$ cat config.mk
export PLATFORM = sky130hd
export DESIGN_NAME = ppc_pll_ctrl
export DESIGN_NICKNAME = d
export VERILOG_FILES = /design/src/ppc_pkg.sv /design/src/ppc_in_sync.sv /design/src/ppc_pll_ctrl.sv
export SDC_FILE = /design/constraint.sdc
export NUM_CORES = 1
export LEC_CHECK = 0
export ABC_AREA = 0
export BUFFER_PORTS_ARGS = -buffer_cell sky130_fd_sc_hd__buf_2
export CORE_MARGIN = 3
export CORE_UTILIZATION = 50
export CTS_CLUSTER_DIAMETER = 100
export DETAILED_ROUTE_END_ITERATION = 8
export GPL_TIMING_DRIVEN = 0
export HOLD_SLACK_MARGIN = 0.12
export PLACE_DENSITY = 0.7
export SLEW_MARGIN = 40
export SYNTH_ARGS = -nofsm -noshare
export SYNTH_HDL_FRONTEND = slang
export SYNTH_HIERARCHICAL = 1
export SYNTH_SLANG_ARGS = --single-unit
$ cat constraint.sdc
create_clock -name ref_clk_in -period 4.1 [get_ports ref_clk_in]
set_input_delay 0.205 -clock ref_clk_in [delete_from_list [all_inputs] [get_ports ref_clk_in]]
set_output_delay 0.205 -clock ref_clk_in [all_outputs]
set_load 0.05 [all_outputs]
$ cat src/ppc_pkg.sv
// package: register map, field layout, reset values and carriers for pll ctrl
package ppc_pkg;

  // ****************************************************************
  // register map (byte addresses, one 32-bit word each)
  // ****************************************************************
  localparam logic [4:0] PPC_REG_CFG      = 5'h00;
  localparam logic [4:0] PPC_REG_DIV      = 5'h04;
  localparam logic [4:0] PPC_REG_STATUS   = 5'h08;
  localparam logic [4:0] PPC_REG_IRQ_STAT = 5'h0C;
  localparam logic [4:0] PPC_REG_IRQ_MASK = 5'h10;
  localparam logic [4:0] PPC_REG_OUT_CFG  = 5'h14;

  // ****************************************************************
  // field positions
  // ****************************************************************
  localparam int PPC_CFG_N_POS   = 0;   // pre-scale minus one, 2 bits
  localparam int PPC_CFG_M_POS   = 8;   // feedback minus one, 5 bits
  localparam int PPC_DIV_C0_POS  = 0;   // post-scale minus one, 5 bits each
  localparam int PPC_DIV_C1_POS  = 8;
  localparam int PPC_DIV_C2_POS  = 16;
  localparam int PPC_ST_LOCK_POS = 0;
  localparam int PPC_ST_SEL_POS  = 1;
  localparam int PPC_ST_RUN_POS  = 2;
  localparam int PPC_ST_DET_POS  = 3;
  localparam int PPC_ST_PER_POS  = 16;  // current oscillator period
  localparam int PPC_IRQ_GAIN    = 0;   // lock gained
  localparam int PPC_IRQ_LOST    = 1;   // lock lost
  localparam int PPC_IRQ_SWITCH  = 2;   // reference switched
  localparam int PPC_OUT_EXT_POS = 0;   // external pin enable

  // ****************************************************************
  // reset values and counts
  // ****************************************************************
  localparam logic [1:0]  PPC_N_RST       = 2'h0;   // n = 1
  localparam logic [4:0]  PPC_M_RST       = 5'h07;  // m = 8
  localparam logic [14:0] PPC_C_RST       = 15'h0000;
  localparam logic        PPC_EXT_RST     = 1'b0;
  localparam logic [2:0]  PPC_MASK_RST    = 3'h0;
  localparam logic [15:0] PPC_PERIOD_RST  = 16'h0008;
  localparam logic [15:0] PPC_PERIOD_MIN  = 16'h0001;
  localparam logic [15:0] PPC_PERIOD_MAX  = 16'hFFFF;
  localparam logic [3:0]  PPC_LOCK_CMP    = 4'h8;   // matched compares
  localparam logic [5:0]  PPC_FB_SAT      = 6'h3F;
  localparam int          PPC_SYNC_W      = 6;

  // ****************************************************************
  // carriers
  // ****************************************************************
  typedef struct packed {
    logic enable;      // loop enable, active high
    logic cnt_reset;   // counter reset, active high
    logic det_enable;  // phase detector enable, active high
    logic switch_req;  // manual reference switchover request
    logic ref_sec;     // secondary reference clock pin
    logic ref_pri;     // primary reference clock pin
  } ppc_pins_t;

  typedef struct packed {
    logic        read;
    logic        write;
    logic [4:0]  address;
    logic [31:0] writedata;
  } ppc_av_req_t;

  typedef struct packed {
    logic        waitrequest;
    logic [31:0] readdata;
  } ppc_av_rsp_t;

  typedef struct packed {
    logic [PPC_SYNC_W-1:0] s1;
    logic [PPC_SYNC_W-1:0] s2;
    logic [PPC_SYNC_W-1:0] s3;
    logic [PPC_SYNC_W-1:0] flt;
  } ppc_sync_t;

endpackage : ppc_pkg

$ cat src/ppc_in_sync.sv
// three-stage synchroniser with agreement filter for the control pins and both reference clocks
`timescale 1ns/1ps
module ppc_in_sync
(
  input  wire logic                           ref_clk_in,
  input  wire logic                           reset_in,
  input  wire logic [ppc_pkg::PPC_SYNC_W-1:0] raw_in,
  output logic      [ppc_pkg::PPC_SYNC_W-1:0] flt_out
);
  import ppc_pkg::*;

  ppc_sync_t q;
  ppc_sync_t d;

  // ****************************************************************
  // next state
  // ****************************************************************
  // first stage is read only by the second; the filter looks at 2 and 3
  always_comb
  begin
    d     = q;
    d.s1  = raw_in;
    d.s2  = q.s1;
    d.s3  = q.s2;
    for (int i = 0; i < PPC_SYNC_W; i++)
    begin
      if (q.s2[i] == q.s3[i])
        d.flt[i] = q.s3[i];
    end
  end

  always_ff @(posedge ref_clk_in)
  begin
    if (reset_in)
      q <= '0;
    else
      q <= d;
  end

  assign flt_out = q.flt;
endmodule : ppc_in_sync

$ cat src/ppc_pll_ctrl.sv
// pll port control: reference select, counters, detector, lock, register bus
`timescale 1ns/1ps
module ppc_pll_ctrl
(
  input  wire logic                ref_clk_in,
  input  wire logic                reset_in,
  input  wire ppc_pkg::ppc_pins_t  pins_in,
  input  wire ppc_pkg::ppc_av_req_t avs_req_in,
  output ppc_pkg::ppc_av_rsp_t     avs_rsp_out,
  output logic [2:0]               pll_clk_out,
  output logic                     ext_clk_out,
  output logic                     locked_out,
  output logic                     irq_out
);
  import ppc_pkg::*;

  // ****************************************************************
  // state
  // ****************************************************************
  typedef struct packed {
    logic        sel;       // 0 primary, 1 secondary
    logic        ref_prev;
    logic        sw_prev;
    logic        run_prev;
    logic [1:0]  n_cnt;
    logic [5:0]  fb_cnt;    // oscillator ticks since last compare
    logic [15:0] period;
    logic [15:0] phase;
    logic [14:0] c_cnt;
    logic [2:0]  clk;
    logic        ext;
    logic        locked;
    logic [3:0]  match;
    logic [1:0]  n_cfg;
    logic [4:0]  m_cfg;
    logic [14:0] c_cfg;
    logic        ext_en;
    logic [2:0]  irq_stat;
    logic [2:0]  irq_mask;
    logic        irq;
    logic        waitreq;
    logic [31:0] rdata;
  } ppc_state_t;

  ppc_state_t q;
  ppc_state_t d;
  ppc_pins_t  f;
  logic [PPC_SYNC_W-1:0] f_bits;

  ppc_in_sync u_sync (
    .ref_clk_in (ref_clk_in),
    .reset_in   (reset_in),
    .raw_in     (PPC_SYNC_W'(pins_in)),
    .flt_out    (f_bits)
  );
  assign f = ppc_pins_t'(f_bits);

  logic        run;
  logic        sel_ref;
  logic        ref_rise;
  logic        sw_rise;
  logic        restart;
  logic        tick;
  logic        fref;
  logic [5:0]  m_val;
  logic [2:0]  ev;
  logic [2:0]  w1c;
  logic        req;
  logic [31:0] wd;

  // ****************************************************************
  // next state
  // ****************************************************************
  always_comb
  begin
    d        = q;
    ev       = 3'h0;
    w1c      = 3'h0;
    tick     = 1'b0;
    fref     = 1'b0;
    wd       = avs_req_in.writedata;
    req      = avs_req_in.read | avs_req_in.write;
    m_val    = {1'b0, q.m_cfg} + 6'h01;
    run      = f.enable & ~f.cnt_reset;
    sel_ref  = q.sel ? f.ref_sec : f.ref_pri;
    ref_rise = sel_ref & ~q.ref_prev;
    sw_rise  = f.switch_req & ~q.sw_prev;
    restart  = run & ~q.run_prev;
    d.ref_prev = sel_ref;
    d.sw_prev  = f.switch_req;
    d.run_prev = run;

    // bus slave: one wait cycle, then the request is taken
    d.waitreq = ~(req & q.waitreq);
    if (req & q.waitreq)
    begin
      if (avs_req_in.address == PPC_REG_CFG)
        d.rdata = 32'({q.m_cfg, 6'h00, q.n_cfg});
      else if (avs_req_in.address == PPC_REG_DIV)
        d.rdata = 32'({q.c_cfg[14:10], 3'h0, q.c_cfg[9:5], 3'h0,
                       q.c_cfg[4:0]});
      else if (avs_req_in.address == PPC_REG_STATUS)
        d.rdata = {q.period, 12'h000, f.det_enable, run, q.sel,
                   q.locked};
      else if (avs_req_in.address == PPC_REG_IRQ_STAT)
        d.rdata = 32'(q.irq_stat);
      else if (avs_req_in.address == PPC_REG_IRQ_MASK)
        d.rdata = 32'(q.irq_mask);
      else if (avs_req_in.address == PPC_REG_OUT_CFG)
        d.rdata = 32'(q.ext_en);
      else
        d.rdata = 32'h0000_0000;  // unmapped reads zero
    end
    if (avs_req_in.write & ~q.waitreq)
    begin
      if (avs_req_in.address == PPC_REG_CFG)
      begin
        d.n_cfg = wd[PPC_CFG_N_POS +: 2];
        d.m_cfg = wd[PPC_CFG_M_POS +: 5];
      end
      else if (avs_req_in.address == PPC_REG_DIV)
        d.c_cfg = {wd[PPC_DIV_C2_POS +: 5], wd[PPC_DIV_C1_POS +: 5],
                   wd[PPC_DIV_C0_POS +: 5]};
      else if (avs_req_in.address == PPC_REG_IRQ_STAT)
        w1c = wd[2:0];
      else if (avs_req_in.address == PPC_REG_IRQ_MASK)
        d.irq_mask = wd[2:0];
      else if (avs_req_in.address == PPC_REG_OUT_CFG)
        d.ext_en = wd[PPC_OUT_EXT_POS];
    end

    // loop: stopped, restarting, or running
    if (!run)
    begin
      // counters back to start, clocks low, lock gone
      d.n_cnt  = 2'h0;
      d.fb_cnt = 6'h00;
      d.c_cnt  = 15'h0000;
      d.phase  = 16'h0000;
      d.period = PPC_PERIOD_RST;
      d.clk    = 3'h0;
      d.locked = 1'b0;
      d.match  = 4'h0;
    end
    else if (restart | sw_rise)
    begin
      // fresh acquisition against the (new) reference
      d.n_cnt  = 2'h0;
      d.fb_cnt = 6'h00;
      d.c_cnt  = 15'h0000;
      d.phase  = 16'h0000;
      d.locked = 1'b0;
      d.match  = 4'h0;
      if (sw_rise)
      begin
        d.sel = ~q.sel;
        ev[PPC_IRQ_SWITCH] = 1'b1;
      end
    end
    else
    begin
      // oscillator keeps running whatever the detector does
      if (q.phase >= q.period)
      begin
        tick    = 1'b1;
        d.phase = 16'h0000;
      end
      else
        d.phase = q.phase + 16'h0001;
      if (tick)
      begin
        if (q.fb_cnt != PPC_FB_SAT)
          d.fb_cnt = q.fb_cnt + 6'h01;
        for (int i = 0; i < 3; i++)
        begin
          if (q.c_cnt[i*5 +: 5] == q.c_cfg[i*5 +: 5])
          begin
            d.c_cnt[i*5 +: 5] = 5'h00;
            d.clk[i]          = ~q.clk[i];
          end
          else
            d.c_cnt[i*5 +: 5] = q.c_cnt[i*5 +: 5] + 5'h01;
        end
      end
      // pre-scaler on the selected reference
      if (ref_rise)
      begin
        if (q.n_cnt >= q.n_cfg)
        begin
          d.n_cnt = 2'h0;
          fref    = 1'b1;
        end
        else
          d.n_cnt = q.n_cnt + 2'h1;
      end
      // phase-frequency compare once per divided reference edge
      if (fref)
      begin
        d.fb_cnt = tick ? 6'h01 : 6'h00;
        if (f.det_enable)
        begin
          // too few ticks: speed up; too many: slow down
          if (q.fb_cnt < m_val && q.period > PPC_PERIOD_MIN)
            d.period = q.period - 16'h0001;
          else if (q.fb_cnt > m_val && q.period < PPC_PERIOD_MAX)
            d.period = q.period + 16'h0001;
        end
        if (q.fb_cnt == m_val)
        begin
          if (q.match == PPC_LOCK_CMP)
            d.locked = 1'b1;
          else
            d.match = q.match + 4'h1;
        end
        else
        begin
          d.match  = 4'h0;
          d.locked = 1'b0;
        end
      end
    end

    // a lowered pre-scale setting must not strand the counter above it
    if (d.n_cnt > d.n_cfg)
      d.n_cnt = 2'h0;

    // external pin mirrors c2 alongside the global copy
    d.ext = d.clk[2] & d.ext_en;

    // sticky events, set wins over a same-cycle clear
    ev[PPC_IRQ_GAIN] = d.locked & ~q.locked;
    ev[PPC_IRQ_LOST] = ~d.locked & q.locked;
    d.irq_stat = (q.irq_stat & ~w1c) | ev;
    d.irq      = |(d.irq_stat & d.irq_mask);
  end

  // ****************************************************************
  // registers
  // ****************************************************************
  always_ff @(posedge ref_clk_in)
  begin
    if (reset_in)
    begin
      q          <= '0;
      q.period   <= PPC_PERIOD_RST;
      q.n_cfg    <= PPC_N_RST;
      q.m_cfg    <= PPC_M_RST;
      q.c_cfg    <= PPC_C_RST;
      q.ext_en   <= PPC_EXT_RST;
      q.irq_mask <= PPC_MASK_RST;
      q.waitreq  <= 1'b1;
    end
    else
      q <= d;
  end

  // outputs straight from flops
  assign pll_clk_out             = q.clk;
  assign ext_clk_out             = q.ext;
  assign locked_out              = q.locked;
  assign irq_out                 = q.irq;
  assign avs_rsp_out.waitrequest = q.waitreq;
  assign avs_rsp_out.readdata    = q.rdata;
endmodule : ppc_pll_ctrl

==> results by group <==
Floorplanning
  • Die Area: 0.0168 sq mm
  • Die H: roughly 130 um
  • Die width: 130 um
  • Starting Density: slightly above 50%
  • Core Region: 0.0148 sq mm
  • FP Rows: 44
  • # IOs: 86

Clock network
  • Clk slew on worst S/H paths: 0.07 ns
  • Htree depth: 4
  • Post-CTS setup buffers: 0
  • CTS tree: yes
  • Resize count post-CTS: 0
  • Root Driver: clkbuf_16
  • Num CTS Buffers: 17
  • Worst-Skew Late Latency: 0.43 ns
  • CTS sink count: 149
  • CTS Buffer Depth: 2

Place
  • HPWL after DPL: 14200 um
  • IO buf count: 61
  • Routability cong.: 0.900
  • Placement Cell Area: around 0.0082 sq mm

Detailed routing
  • Drt first-iter violations: 458
  • Residual DRC count: 0
  • Vias per cell: 5.55
  • Drt wl/cell: 16.0 um
  • Pre-antenna DRT Iters: 5
  • Total vias in the final route: 6647
  • Detail Route Antenna Nets: 0
  • Post-Route WL: between 15000 and 20000 um

Logic synthesis
  • Post-synth cell types: 72
  • Most used DFF post-synth: dfxtp_1
  • Post-Syn Instances: 895
  • Post-synth EDFFs: 0
  • Avg Synthesized Cell Area: 8.53 sq um
  • Post-synthesis sequential area ratio: between 30% and 40%
  • Post-Syn Area: 0.00763 sq mm
  • Seq cells post-synth: 149
  • Ys async rst share: 0%
  • Synth warnings: 6

Critical path
  • Crit path kind: reg2reg
  • CP Data Required Time: 4.39 ns
  • RR Startpoint: q[57]
  • Max stage delay on crit path: between 0.6 and 0.7 ns
  • Worst-path fanout max: 9
  • CP Launch Point: q[57]
  • CP cell instances: ha_1 > nand3_1 > xor2_1 > ha_1 > a21oi_1 > nand2_1 > a211oi_2 > nand4_1 > o32ai_1 > xnor2_1 > nor2_1
  • Crit start category: register
  • Slowest-stage cell, CP: a211oi_2
  • Most common cell on crit path: ha_1
  • Worst EP arrival: 3.47 ns
  • Crit end category: register

Final layout
  • # fillers: around 1300
  • Storage cell area: a little under 0.003 sq mm
  • Fin area: around 0.0090 sq mm
  • Final nets: 1085
  • Utilization after layout: 61.0%
  • Layout cells sized above 1: 16.9%
  • Diodes inserted: 0
  • Area grow syn2layout: 17.9%
  • Footprint of the multi-input gates: 0.00406 sq mm

Global route
  • First-pass GRT wire length: between 30000 and 40000 um
  • Overflow after GRT: 0
  • Initial antenna violation count: 0
  • GRT Util Overall: between 20% and 30%
  • Largest net degree at the start of global routing: 17
  • Vias in the first global route: 6325

Hold path
  • HP Start: reset_in
  • Worst hold path type: in2reg

Power
  • Leak pwr: 3.61 nW
  • VDD IR max: 0.328 mV
  • Cell Pwr Density: 356 mW/mm^2

STA
  • Setup_tns: 0 ns
  • Unrepaired setup endpoints after global routing: false
  • Final setup violating endpoints: 0
  • Final Max Slew Viols: 0
  • Fmax: roughly 310 MHz
  • Fin crit period: 3.18 ns
  • Final Cycle Share: 77.5%
  • Layout Skew: 0.00795 ns
  • Worst slew pin tran: between 0.8 and 0.9 ns
  • Max-slew headroom: 45.0%
  • Final hold viol count: 0

Run status
  • Status: finished clean

Flow run
  • Max-cap violations: 0
==> registers in the layout, summed over array words and instances (netlist names) <==
name / count
pll_clk_out: 3
avs_rsp_out: 27
u_sync/flt_out: 6
u_sync/d: 12
locked_out: 1
irq_out: 1
u_sync/q: 6
q: 92
ext_clk_out: 1
==> worst paths after layout <==
path / endpoint / slack, ns / depth (start not counted)
setup / recovery: q[117] / 0.92 / 11
setup reg to reg: q[117] / 0.92 / 11
hold reg to reg: u_sync/d[11] / 0.43 / 1
hold / removal: q[40] / 0.15 / 2
==> synthesized netlist by cell type (4+ instances only) <==
library cell / instances / area share, %
dfxtp_1: 149 / 39
nand2_1: 94 / 4.6
nor2_1: 90 / 4.4
a21oi_1: 64 / 4.2
buf_4: 42 / 4.1
ha_1: 37 / 6.1
o21ai_0: 37 / 2.4
inv_1: 36 / 1.8
nand3_1: 36 / 2.4
xnor2_1: 28 / 3.2
clkbuf_1: 27 / 1.3
mux2i_1: 20 / 2.6
xor2_1: 19 / 2.2
nand4_1: 18 / 1.5
nor3_1: 17 / 1.1
and3_1: 14 / 1.1
nor2b_1: 12 / 0.98
nand2b_1: 9 / 0.74
a32o_1: 8 / 1.0
or3_1: 8 / 0.66
a211oi_1: 7 / 0.69
a221oi_1: 7 / 0.80
nor2b_2: 7 / 0.80
nor3b_1: 7 / 0.69
a22oi_1: 6 / 0.59
mux2_2: 5 / 0.74
nor4_1: 5 / 0.41
and2b_1: 4 / 0.39
buf_6: 4 / 0.59
nand4b_1: 4 / 0.46
o211ai_1: 4 / 0.39
o21a_1: 4 / 0.39
o2bb2ai_1: 4 / 0.46
o311ai_0: 4 / 0.46
==> layer usage <==
metal / vias up / track usage [%] / part of all wire (%)
met1: 3104 / 30.1 / 45
met5: - / 0 / 0
met3: 33 / 5.56 / 5.4
met2: 188 / 38.1 / 48
li1: 3322 / - / -
met4: 0 / 8.99 / 2.1
==> what timing repair did <==
item,CTS,global route
hold buffers,21,0
setup endpoints to repair,0,0
endpoints found under the hold margin,29,0
==> logic make-up (layout without fill, tap and decap cells) <==
family                   Yosys count  in the layout  share of synthesized area (%)
AND/OR/NAND/NOR                  347            347                           23.2
XOR/XNOR                          47             47                           5.39
AO/OA/AOI/OAI                    174            174                           14.7
multiplexers                      25             25                           3.36
adder cells (fa/ha/maj)           37             37                           6.07
other                              1              6                         0.0491
buffers and inverters            115            229                           8.16
flip-flops                       149            149                           39.1
==> cell usage in the layout, fill, tap and decap left out, types with 8 or more instances in the layout <==
cell type	count
clkbuf_1	27
nand3_1	36
mux2i_1	20
ha_1	37
clkbuf_16	17
or3_1	8
dlygate4sd3_1	21
nor2_1	90
xnor2_1	28
dfxtp_1	149
buf_2	64
nand2_1	94
xor2_1	19
nand4_1	18
nor2b_1	12
o21ai_0	37
a32o_1	8
inv_1	36
nor3_1	16
a21oi_1	64
nand2b_1	9
buf_4	42
and3_1	14
==> power breakdown <==
part	total [mW]	internal [mW]	switching [mW]
clock network	1.56	0.864	0.693
logic	0.179	0.0671	0.112
registers	1.47	1.46	0.00861
==> worst max-delay path: cells and delay by family, from the launching register on <==
family	cells	cell delay [ns]
XOR/XNOR	2	0.32
AND/OR/NAND/NOR	4	0.57
adder cells (fa/ha/maj)	2	0.53
AO/OA/AOI/OAI	3	1.20
flip-flops	1	0.42
==> final cells by class <==
cell class	instances	share of cell area, %
tap	184	2.56
clock inverter	15	1.84
clock buffer	17	4.73
sequential	149	33.1
inverter	36	1.50
buffer	79	5.42
timing repair buffer	82	5.73
multi-input combinational	636	45.1
==> through the flow <==
step,setup slack (ns),power (mW),hold WS [ns],cells
6_report,0.921,3.21,0.151,1198
5_1_grt,0.766,3.31,0.156,1198
4_1_cts,0.963,3.23,0.130,1198
3_5_place_dp,0.985,1.67,0.420,1145
3_3_place_gp,1.01,1.66,0.409,1145
2_1_floorplan,1.43,1.62,0.289,900
Note: power is estimated with default switching activity, not from simulation.
